`src/common/ref_offset_pkg.sv`:
```
// package: command codes, field limits, restore values and ramp types for the offset block
package ref_offset_pkg;
    localparam logic [7:0] CMD_TRIM = 8'hd4;
    localparam logic [7:0] CMD_MARGIN_HIGH = 8'hd5;
    localparam logic [7:0] CMD_MARGIN_LOW = 8'hd6;
    localparam logic signed [15:0] TRIM_MIN = 16'shffc0;
    localparam logic signed [15:0] TRIM_MAX = 16'sh003f;
    localparam logic signed [15:0] TRIM_RESET = 16'sh0000;
    localparam logic signed [15:0] MHI_MIN = 16'sh0000;
    localparam logic signed [15:0] MHI_MAX = 16'sh001f;
    localparam logic signed [15:0] MHI_RESTORE_0 = 16'sh0009;
    localparam logic signed [15:0] MHI_RESTORE_1 = 16'sh000f;
    localparam logic signed [15:0] MLO_MIN = 16'shffc0;
    localparam logic signed [15:0] MLO_MAX = 16'shffff;
    localparam logic signed [15:0] MLO_RESTORE_0 = 16'shfff7;
    localparam logic signed [15:0] MLO_RESTORE_1 = 16'shfff1;
    localparam int OP_MARGIN_HIGH_BIT = 5;
    localparam int OP_MARGIN_LOW_BIT = 4;
    localparam int REF_W = 18;
    typedef enum logic [1:0] {
        SEQ_SOFT_START,
        SEQ_STEADY,
        SEQ_OFF_DELAY,
        SEQ_SOFT_STOP
    } seq_state_t;
    typedef struct packed {
        logic valid;
        logic write;
        logic [7:0] code;
        logic [15:0] data;
    } cmd_req_t;
    typedef struct packed {
        logic valid;
        logic nack;
        logic [15:0] data;
    } cmd_rsp_t;
endpackage

```
`src/core/reference_offset_registers.sv`:
```
// offset register bank and reference code generator with rate-limited ramp
`timescale 1ns/100ps

// Notes on behaviour
// loop-slave device ignores trim and margin-high writes, contents unchanged.
// loop-slave access is NACKed, flags invalid-access fault and asserts alert.
// reference = nominal*scale + trim + gated margin high + gated margin low.
// format fixed linear exponent -9, one count equals one reference step.
// trim accepted from -64 to +63 counts.
// out-of-range offset writes saturate to the nearest limit.
// out-of-range write asserts alert, summary fault bit and invalid-data bit.
// final reference is bounded by the maximum and minimum output limits.
// ramp rate follows soft-start, steady, off-delay or soft-stop state.
// trim high byte is sign extension only; low byte 0x3f max, 0xc0 min.
// trim resets to zero and is saved on store-all-defaults.
// margin-high selected by operation adds margin-high step to reference.
// margin-high accepts 0 to 31, high byte zero, five writable bits.
// margin-high restores to 9 or 15 by its restore-select bit.
// margin-low selected lowers reference; accepted from -64 to -1.
// margin-low restores to -9 or -15 by its restore-select bit.
// margin restore values load at reset and on defaults reload.
// range checks use the full 16-bit signed value before truncation.
// host uses word transactions, low byte first then high byte.
module reference_offset_registers
    import ref_offset_pkg::*;
#(
    parameter int RATE_W = 16
) (
    input wire logic ref_clk_i,
    input wire logic rst_i,
    input wire cmd_req_t req_i,
    input wire logic loop_slave_i,
    input wire logic [7:0] operation_i,
    input wire logic [15:0] vout_command_i,
    input wire logic [3:0] vout_scale_loop_i,
    input wire logic [REF_W-1:0] vout_max_i,
    input wire logic [REF_W-1:0] vout_min_i,
    input wire seq_state_t seq_state_i,
    input wire logic [RATE_W-1:0] rise_interval_i,
    input wire logic [RATE_W-1:0] transition_interval_i,
    input wire logic [RATE_W-1:0] fall_interval_i,
    input wire logic margin_high_restore_select_i,
    input wire logic margin_low_restore_select_i,
    input wire logic store_defaults_i,
    input wire logic restore_defaults_i,
    input wire logic [15:0] nv_trim_i,
    input wire logic status_clear_i,
    output cmd_rsp_t rsp_o,
    output logic nv_store_o,
    output logic [15:0] nv_trim_o,
    output logic alert_o,
    output logic comm_fault_o,
    output logic invalid_data_o,
    output logic invalid_access_fault_o,
    output logic [REF_W-1:0] regulation_reference_o
);
    // ****************************************
    // saturation helper
    // ****************************************
    function automatic logic [15:0] clamp16(input logic signed [15:0] v,
        input logic signed [15:0] lo, input logic signed [15:0] hi);
        if (v < lo) begin
            clamp16 = lo;
        end else if (v > hi) begin
            clamp16 = hi;
        end else begin
            clamp16 = v;
        end
    endfunction

    logic signed [15:0] trim;
    logic signed [15:0] margin_high;
    logic signed [15:0] margin_low;
    logic is_ours;
    logic out_of_range;
    logic wr_ok;
    logic signed [15:0] wdata;
    assign wdata = req_i.data;
    assign is_ours = req_i.valid && (req_i.code == CMD_TRIM || req_i.code == CMD_MARGIN_HIGH
        || req_i.code == CMD_MARGIN_LOW);
    assign wr_ok = is_ours && req_i.write && !loop_slave_i;
    always_comb begin
        out_of_range = 1'b0;
        // full word is checked before truncation
        if (req_i.code == CMD_TRIM) begin
            out_of_range = (wdata < TRIM_MIN) || (wdata > TRIM_MAX);
        end else if (req_i.code == CMD_MARGIN_HIGH) begin
            out_of_range = (wdata < MHI_MIN) || (wdata > MHI_MAX);
        end else if (req_i.code == CMD_MARGIN_LOW) begin
            out_of_range = (wdata < MLO_MIN) || (wdata > MLO_MAX);
        end
    end

    // ****************************************
    // offset registers
    // ****************************************
    always_ff @(posedge ref_clk_i or posedge rst_i) begin
        if (rst_i) begin
            trim <= TRIM_RESET;
        end else if (restore_defaults_i) begin
            trim <= clamp16(nv_trim_i, TRIM_MIN, TRIM_MAX);
        end else if (wr_ok && req_i.code == CMD_TRIM) begin
            trim <= clamp16(wdata, TRIM_MIN, TRIM_MAX);
        end
    end

    // restore select bits are only sampled after reset release
    logic restore_pending;
    always_ff @(posedge ref_clk_i or posedge rst_i) begin
        if (rst_i) begin
            restore_pending <= 1'b1;
        end else begin
            restore_pending <= 1'b0;
        end
    end

    always_ff @(posedge ref_clk_i or posedge rst_i) begin
        if (rst_i) begin
            margin_high <= MHI_RESTORE_0;
            margin_low <= MLO_RESTORE_0;
        end else if (restore_pending || restore_defaults_i) begin
            margin_high <= margin_high_restore_select_i ? MHI_RESTORE_1 : MHI_RESTORE_0;
            margin_low <= margin_low_restore_select_i ? MLO_RESTORE_1 : MLO_RESTORE_0;
        end else if (wr_ok && req_i.code == CMD_MARGIN_HIGH) begin
            margin_high <= clamp16(wdata, MHI_MIN, MHI_MAX);
        end else if (wr_ok && req_i.code == CMD_MARGIN_LOW) begin
            margin_low <= clamp16(wdata, MLO_MIN, MLO_MAX);
        end
    end

    // ****************************************
    // nonvolatile save
    // ****************************************
    always_ff @(posedge ref_clk_i or posedge rst_i) begin
        if (rst_i) begin
            nv_store_o <= 1'b0;
            nv_trim_o <= 16'h0000;
        end else begin
            nv_store_o <= store_defaults_i;
            if (store_defaults_i) begin
                nv_trim_o <= trim;
            end
        end
    end

    // ****************************************
    // response and status
    // ****************************************
    always_ff @(posedge ref_clk_i or posedge rst_i) begin
        if (rst_i) begin
            rsp_o <= '0;
        end else begin
            rsp_o.valid <= is_ours;
            rsp_o.nack <= is_ours && loop_slave_i;
            if (req_i.code == CMD_TRIM) begin
                rsp_o.data <= trim;
            end else if (req_i.code == CMD_MARGIN_HIGH) begin
                rsp_o.data <= margin_high;
            end else begin
                rsp_o.data <= margin_low;
            end
            if (loop_slave_i || req_i.write) begin
                rsp_o.data <= 16'h0000;
            end
        end
    end

    logic set_ivc;
    logic set_bad_data;
    assign set_ivc = is_ours && loop_slave_i;
    assign set_bad_data = wr_ok && out_of_range;
    // set wins over a clear in the same cycle
    always_ff @(posedge ref_clk_i or posedge rst_i) begin
        if (rst_i) begin
            invalid_access_fault_o <= 1'b0;
            invalid_data_o <= 1'b0;
            comm_fault_o <= 1'b0;
            alert_o <= 1'b0;
        end else begin
            invalid_access_fault_o <= set_ivc || (invalid_access_fault_o && !status_clear_i);
            invalid_data_o <= set_bad_data || (invalid_data_o && !status_clear_i);
            comm_fault_o <= set_ivc || set_bad_data || (comm_fault_o && !status_clear_i);
            alert_o <= set_ivc || set_bad_data || (alert_o && !status_clear_i);
        end
    end

    // ****************************************
    // reference target and ramp
    // ****************************************
    // wide enough for full command times largest loop scale, no silent wrap
    logic signed [REF_W+3:0] target_raw;
    logic [REF_W-1:0] target;
    always_comb begin
        // one count is one reference step, no exponent shift needed
        target_raw = $signed({4'h0, vout_command_i}) * $signed({1'b0, vout_scale_loop_i})
            + trim
            + (operation_i[OP_MARGIN_HIGH_BIT] ? margin_high : 16'sh0000)
            + (operation_i[OP_MARGIN_LOW_BIT] ? margin_low : 16'sh0000);
        if (target_raw < $signed({2'b00, vout_min_i})) begin
            target = vout_min_i;
        end else if (target_raw > $signed({2'b00, vout_max_i})) begin
            target = vout_max_i;
        end else begin
            target = target_raw[REF_W-1:0];
        end
    end

    logic [RATE_W-1:0] interval;
    logic [RATE_W-1:0] tick_cnt;
    always_comb begin
        case (seq_state_i)
            SEQ_SOFT_START: interval = rise_interval_i;
            SEQ_SOFT_STOP: interval = fall_interval_i;
            default: interval = transition_interval_i;
        endcase
    end

    // one step every interval+1 clocks keeps the ramp slope independent of distance
    always_ff @(posedge ref_clk_i or posedge rst_i) begin
        if (rst_i) begin
            tick_cnt <= '0;
            regulation_reference_o <= '0;
        end else if (tick_cnt >= interval) begin
            tick_cnt <= '0;
            if (regulation_reference_o < target) begin
                regulation_reference_o <= regulation_reference_o + 1'b1;
            end else if (regulation_reference_o > target) begin
                regulation_reference_o <= regulation_reference_o - 1'b1;
            end
        end else begin
            tick_cnt <= tick_cnt + 1'b1;
        end
    end

    // ****************************************
    // checks
    // ****************************************
    property p_slave_nack;
        @(posedge ref_clk_i) disable iff (rst_i)
        (is_ours && loop_slave_i) |=> (rsp_o.nack && alert_o && invalid_access_fault_o);
    endproperty
    a_slave_nack: assert property (p_slave_nack) else $error("slave access not nacked");
    property p_slave_hold;
        @(posedge ref_clk_i) disable iff (rst_i)
        (loop_slave_i && !restore_defaults_i && !restore_pending) |=> $stable(trim);
    endproperty
    a_slave_hold: assert property (p_slave_hold) else $error("trim changed on slave");
    property p_trim_range;
        @(posedge ref_clk_i) disable iff (rst_i)
        (trim >= TRIM_MIN) && (trim <= TRIM_MAX);
    endproperty
    a_trim_range: assert property (p_trim_range) else $error("trim out of range");
    property p_mhi_range;
        @(posedge ref_clk_i) disable iff (rst_i)
        (margin_high >= MHI_MIN) && (margin_high <= MHI_MAX);
    endproperty
    a_mhi_range: assert property (p_mhi_range) else $error("margin high out of range");
    property p_bad_write_flag;
        @(posedge ref_clk_i) disable iff (rst_i)
        set_bad_data |=> (invalid_data_o && comm_fault_o && alert_o);
    endproperty
    a_bad_write_flag: assert property (p_bad_write_flag) else $error("bad data not flagged");
    property p_sat_high;
        @(posedge ref_clk_i) disable iff (rst_i)
        (wr_ok && req_i.code == CMD_TRIM && wdata > TRIM_MAX && !restore_defaults_i)
            |=> trim == TRIM_MAX;
    endproperty
    a_sat_high: assert property (p_sat_high) else $error("trim not saturated");
    property p_restore;
        @(posedge ref_clk_i) disable iff (rst_i)
        restore_defaults_i |=> margin_high == ($past(margin_high_restore_select_i)
            ? MHI_RESTORE_1 : MHI_RESTORE_0);
    endproperty
    a_restore: assert property (p_restore) else $error("margin restore wrong");
    property p_ramp_step;
        @(posedge ref_clk_i) disable iff (rst_i)
        $past(regulation_reference_o) - regulation_reference_o <= 1
            || regulation_reference_o - $past(regulation_reference_o) <= 1;
    endproperty
    a_ramp_step: assert property (p_ramp_step) else $error("ramp step too large");
    property p_store;
        @(posedge ref_clk_i) disable iff (rst_i)
        store_defaults_i |=> (nv_store_o && nv_trim_o == $past(trim));
    endproperty
    a_store: assert property (p_store) else $error("trim not saved");
endmodule // reference_offset_registers

```
`config.mk`:
```
export PLATFORM = sky130hd
export DESIGN_NAME = reference_offset_registers
export DESIGN_NICKNAME = d
export VERILOG_FILES = /design/src/common/ref_offset_pkg.sv /design/src/core/reference_offset_registers.sv
export SDC_FILE = /design/constraint.sdc
export NUM_CORES = 1
export LEC_CHECK = 0
export ABC_CLOCK_PERIOD_IN_PS = 26500
export BUFFER_PORTS_ARGS = -buffer_cell sky130_fd_sc_hd__buf_4
export CORE_AREA = 2 2 177 179
export CTS_CLUSTER_SIZE = 28
export DETAILED_ROUTE_END_ITERATION = 16
export DIE_AREA = 0 0 179 181
export PLACE_DENSITY = 0.58
export SLEW_MARGIN = 30
export SYNTH_ARGS = -nofsm -noshare
export SYNTH_HDL_FRONTEND = slang
export SYNTH_SLANG_ARGS = --single-unit
```
`constraint.sdc`:
```
create_clock -name ref_clk_i -period 26.5 [get_ports ref_clk_i]
set_input_delay 5.3 -clock ref_clk_i [delete_from_list [all_inputs] [get_ports ref_clk_i]]
set_output_delay 5.3 -clock ref_clk_i [all_outputs]
set_load 0.05 [all_outputs]
```
Yosys cells after proc, flatten, opt, wreduce, memory -nomap -nowiden

Index checks and enable logic that the tools add are counted.

$add $sub $neg: 6
Multiply operators: 1
Magnitude comparators: 12
Equal/unequal tests: 5
Mux-type cells: 31
Reductions and logical operators: 33

Operators with widths:

| operator                | count |
|---|---|
| $mux W16                | 19 |
| $mux W18                | 4 |
| $add A22 B22 Y22        | 2 |
| $mux W22                | 2 |
| $gt A16 B7 Y1 const B   | 2 |
| $lt A16 B7 Y1 const B   | 2 |
| $pmux W16 S2            | 1 |
| $eq A8 B8 Y1 const B    | 3 |
| $add A21 B16 Y22        | 1 |
| $gt A22 B19 Y1          | 1 |
| $lt A22 B19 Y1          | 1 |
| $mul A16 B4 Y20         | 1 |
| $add A18 B1 Y18 const B | 1 |
| $gt A18 B18 Y1          | 1 |
| $lt A18 B18 Y1          | 1 |
| $sub A18 B1 Y18 const B | 1 |
| $add A16 B1 Y16 const B | 1 |
| $ge A16 B16 Y1          | 1 |
| $gt A16 B1 Y1 const B   | 1 |
| $gt A16 B6 Y1 const B   | 1 |
| $lt A16 B1 Y1 const B   | 1 |
| $logic_and A1 B1 Y1     | 12 |
| $logic_or A1 B1 Y1      | 12 |
| $reduce_bool A2 Y1      | 4 |
| other kinds (7)         | 12 |

Flip-flop bits (word level): 122
Bits of input ports: 164

Logic depth before layout (Yosys ltp)

Depth in word-level cells: 10
Depth in mapped cells: 53

Worst setup path before layout

OpenSTA, ideal clock, no wires.

Kind: input to register
From: in vout_scale_loop_i[3]
To: reg regulation_reference_o[16]
Setup time: 0.125 ns
Arrival: 16.215 ns
Required time: 26.375 ns
Path slack: 10.160 ns
Stages: 49
Path buffers: 2
Path through: clkbuf_1 -> nand2_1 -> fa_1 -> fa_1 -> inv_1 -> fa_1 -> a21o_1 -> a21oi_1 -> o21bai_1 -> a211o_1 -> nand3_1 -> a31oi_1 -> xor2_1 -> fa_1 -> inv_1 -> fa_1 -> inv_1 -> ha_1 -> [13 not listed] -> o221ai_1 -> ha_1 -> and4_1 -> nand3_1 -> a21oi_1 -> a2111oi_0 -> o21a_1 -> inv_1 -> ha_1 -> nor2b_1 -> o21ai_0 -> a21boi_0 -> o211ai_1 -> a31oi_1 -> or4_1 -> a31oi_1 -> xnor2_1 -> mux2_2

Longest elaborated chain between the ends: 10
Elaborated cells on any way between the ends: 13

Ends and longest elaborated chain:

| what                                                    | RTL line                                                             | source |
|---|---|---|
| start: declaration                                      | reference_offset_registers.sv:35                                     | `input wire logic [3:0] vout_scale_loop_i,` |
| $mul A16 B4 Y20 (*)                                     | reference_offset_registers.sv:195                                    | `target_raw = $signed({4'h0, vout_command_i}) * $signed({1'b0, vout_scale_loop_i})` |
| $add A21 B16 Y22 (*)                                    | reference_offset_registers.sv:196                                    | `+ trim` |
| $add A22 B22 Y22 (*)                                    | reference_offset_registers.sv:197                                    | `+ (operation_i[OP_MARGIN_HIGH_BIT] ? margin_high : 16'sh0000)` |
| $add A22 B22 Y22 (*)                                    | reference_offset_registers.sv:198                                    | `+ (operation_i[OP_MARGIN_LOW_BIT] ? margin_low : 16'sh0000);` |
| $gt A22 B19 Y1                                          | reference_offset_registers.sv:201                                    | `end else if (target_raw > $signed({2'b00, vout_max_i})) begin` |
| $mux W18                                                | reference_offset_registers.sv:201                                    |  |
| $mux W18 (*)                                            | reference_offset_registers.sv:199                                    | `if (target_raw < $signed({2'b00, vout_min_i})) begin` |
| $lt A18 B18 Y1 / $gt A18 B18 Y1 (equally long branches) | reference_offset_registers.sv:225, reference_offset_registers.sv:227 |  |
| $reduce_bool A2 Y1 (no source line)                     | n/a                                                                  |  |
| $reduce_and A2 Y1 (no source line)                      | n/a                                                                  |  |
| end signal: assignment                                  | reference_offset_registers.sv:226                                    | `regulation_reference_o <= regulation_reference_o + 1'b1;` |
| end signal: assignment                                  | reference_offset_registers.sv:228                                    | `regulation_reference_o <= regulation_reference_o - 1'b1;` |
| end signal: assignment                                  | reference_offset_registers.sv:277                                    | `$past(regulation_reference_o) - regulation_reference_o <= 1` |
| end: declaration                                        | reference_offset_registers.sv:55                                     | `output logic [REF_W-1:0] regulation_reference_o` |

Every way passes the cells marked *; elsewhere a longest branch is shown, timed or not.
A chain may end at the register's enable or synchronous reset.

Worst setup path after layout

Ends and elaborated chain as after synthesis.

==> metrics.md <==
| Metric | Value |
|---|---|
| Endpoint type of the worst setup path | `register` |
| # IOs | `221` |
| CTS Buffer Depth | `2` |
| Crit-path max FO | `18` |
| DR WL met3 | `1190 um` |
| Setup CP Type | `in -> reg` |
| Req. time, crit path | `26.80 ns` |
| R2R cell count | `38` |
| Row count | `64` |
| Register area share after synthesis | `25.4%` |
| GRT overflow | `0` |
| Syn avg cell area | `8.87 um2` |
| CP startpoint kind | `input port` |
| Total CTS buffers | `17` |
| Number of global-route vias before repair | `10200` |
| Synthesized instance count | `1353` |
| Post-layout minimum cycle time | `17.54 ns` |
| Root Driver | `clkbuf_16` |
| Fmax | `57.0 MHz` |
| DR WL/cell | `15.7 um` |
| Synth warn | `0` |
| Max IR drop VDD | `74.9 uV` |
| RR Startpoint | `trim[1]` |
| Register bit total from synthesis | `121` |
| Fraction of registers with async set/reset | `100%` |
| Clk sinks | `121` |
| Crit path DAT | `17.84 ns` |
| Final-report hold violation count | `0` |
| IO Port Bufs | `214` |
| Leakage | `7.46 nW` |
| Final Cell Area | `14500 um2` |
| Synthesized cell area | `12000 um2` |
| Register Area | `3050 um2` |
| Reg2reg end | `regulation_reference_o[16]` |
| Setup skew after layout | `0.0135 ns` |
| Power per Cell Area | `109 nW/um2` |
| Hold Crit Class | `reg -> reg` |
| Layout Area Growth over Synthesis | `21.2%` |
| Largest net degree at the start of global routing | `73` |
| Min Hold Slack | `0.485 ns` |
| DRC Markers | `0` |
| First-pass GRT wire length | `50700 um` |
| Fillers | `2984` |
| Multi-input gate area | `8170 um2` |
| Die Wd | `179 um` |
| EDFF count, synth | `0` |
| Status | `finished, final reports clean` |
| Met1 Wirelength | `14800 um` |
| Syn Nets | `1721` |
| Post-CTS Setup Bufs | `0` |
| Hold depth | `1` |
| R2R setup slack | `16.03 ns` |
| CTS resizes | `0` |
| Most common cell after layout, fill and taps aside | `buf_4` |
| Prevailing post-synth register cell | `dfrtp_1` |
| H-tree Lvls | `4` |
| Setup TNS | `0 ns` |
| Initial Util | `39.5%` |
| Slew Limit Fails | `0` |
| Post-DP HPWL | `24600 um` |
| Synth cell types | `66` |
| Gr usage total | `19.4%` |
| Commonest non-fill, non-tap cells in the layout | `218 x buf_4, 164 x inv_1, 138 x ha_1` |
| Maxcap violations | `0` |
| CTS tree | `built` |
| Die Height | `181 um` |
| CP max stage cell | `or4b_1` |
| Vias | `10100` |
| 1st-iter DRT viols | `449` |
| Final worst-path cycle share | `66.2%` |
| Clock Latency Late Sink | `0.42 ns` |
| Clock transition at path regs | `0.06 ns` |
| Startpoint of the worst hold path | `invalid_access_fault_o` |
| Total wire length | `30800 um` |
| Hold endpoint | `invalid_access_fault_o` |
| ANT cells | `0` |
| Metal2 WL | `14400 um` |
| Layout cells sized above 1 | `21.2%` |
| Hold buffer count at CTS | `0` |
| Worst-Margin Slew | `0.911 ns` |
| Final #Nets | `1919` |
| Worst slew margin | `39.3%` |
| Vias per cell | `5.15` |
| Top sig layer | `met4` |
| First-pass DRT Iterations | `5` |
| Initial antenna violation count | `0` |
| Area post-placement | `14000 um2` |
| Critical Path Max Stage Delay | `0.84 ns` |
| RePlAce Congestion | `0.810` |
| DIE AREA | `32400 um2` |
| RSZ-0062 raised after global routing | `no` |
| CORE AREA | `30300 um2` |
| Setup violators final | `0` |
| ANT nets after route | `0` |
[metal layers]
metal,up-vias,GRT usage (%)
met2,192,32.2
met5,-,0
li1,5079,-
met4,0,3.67
met1,4804,26.9
met3,22,2.82
[worst max-delay path, delay by kind of cell]
kind,cells,cell delay (ns)
AO/OA/AOI/OAI,21,4.92
XOR/XNOR,3,0.56
adder cells (fa/ha/maj),9,3.96
buffers and inverters,5,0.67
multiplexers,1,0.25
AND/OR/NAND/NOR,10,2.18
[cell families after synthesis]
group,count (synthesis),synth area share [%]
adders and majority gates,204,25.4
muxes,48,4.31
AOI/OAI and AO/OA,305,17.5
xor gates and xnor gates,58,4.23
and+or+nand+nor,411,16.5
buffers and inverters,205,6.57
other,1,0.0312
DFF,121,25.4
[report_power, final]
group	leakage [nW]	switching, W	internal [W]
Clock	0.270	0.0000983	0.000127
Sequential	1.50	0.0000279	0.000207
Combinational	5.69	0.000659	0.000469
Total	7.46	0.000785	0.000803
[registers in the layout, summed over array words and instances (netlist names)]
name / flops
nv_trim_o: 16
rsp_o: 18
regulation_reference_o: 18
trim: 16
invalid_data_o: 1
margin_high: 15
alert_o: 1
comm_fault_o: 1
margin_low: 16
tick_cnt: 16
nv_store_o: 1
restore_pending: 1
invalid_access_fault_o: 1
[worst max-delay path by stage]
stage / from / to / slack [ns] / depth (start not counted)
4_1_cts: vout_scale_loop_i[3] / regulation_reference_o[16] / 8.87 / 47
5_1_grt: vout_scale_loop_i[3] / regulation_reference_o[16] / 7.90 / 47
3_3_place_gp: vout_scale_loop_i[3] / regulation_reference_o[16] / 8.51 / 47
3_5_place_dp: vout_scale_loop_i[3] / regulation_reference_o[16] / 8.49 / 47
6_report: vout_scale_loop_i[3] / regulation_reference_o[16] / 8.96 / 49
2_1_floorplan: vout_scale_loop_i[3] / regulation_reference_o[16] / 10.16 / 49
[through the flow]
stage / total power (W) / utilization (%) / cells / worst slack (ns)
floorplan: 0.00110 / - / 1353 / 10.16
detailed placement: 0.00136 / 46.1 / 1928 / 8.49
finish: 0.00159 / 47.9 / 1960 / 8.96
CTS: 0.00160 / 47.9 / 1960 / 8.87
global placement: 0.00135 / 46.1 / 1928 / 8.51
global route: 0.00177 / 47.9 / 1960 / 7.90
[area by class of cell]
| class | instances | area share, % |
|---|---|---|
| Tap cell | 396 | 3.41 |
| Sequential cell | 121 | 21.0 |
| Inverter | 165 | 4.27 |
| Clock inverter | 13 | 0.748 |
| Multi-Input combinational cell | 1027 | 56.2 |
| Timing Repair Buffer | 219 | 11.3 |
| Clock buffer | 19 | 3.11 |
[Yosys cell counts, drive strengths merged (4+ instances only)]
cell type | count | area (um2)
and2 | 57 | 357
nor2 | 116 | 435
nor2b | 7 | 43.8
mux2 | 29 | 327
and3 | 27 | 169
or2 | 17 | 106
dfrtp | 103 | 2580
o211ai | 7 | 52.6
a31oi | 14 | 87.6
xor2 | 17 | 149
nand4 | 12 | 75.1
clkbuf | 32 | 120
a2111oi | 4 | 35.0
xnor2 | 41 | 359
fa | 66 | 1320
ha | 138 | 1730
nand2b | 7 | 43.8
buf | 8 | 48.8
o21a | 25 | 188
a21boi | 8 | 63.8
nand3 | 30 | 150
inv | 165 | 619
o21bai | 8 | 60.1
a21o | 25 | 188
nand2 | 104 | 390
dfstp | 18 | 473
a21oi | 78 | 390
mux2i | 19 | 190
o21ai | 41 | 213
a211oi | 27 | 208
o221ai | 24 | 241
nor3 | 18 | 90.1
o31ai | 4 | 30.0
a22oi | 16 | 120
(Power assumes the default switching activity.)
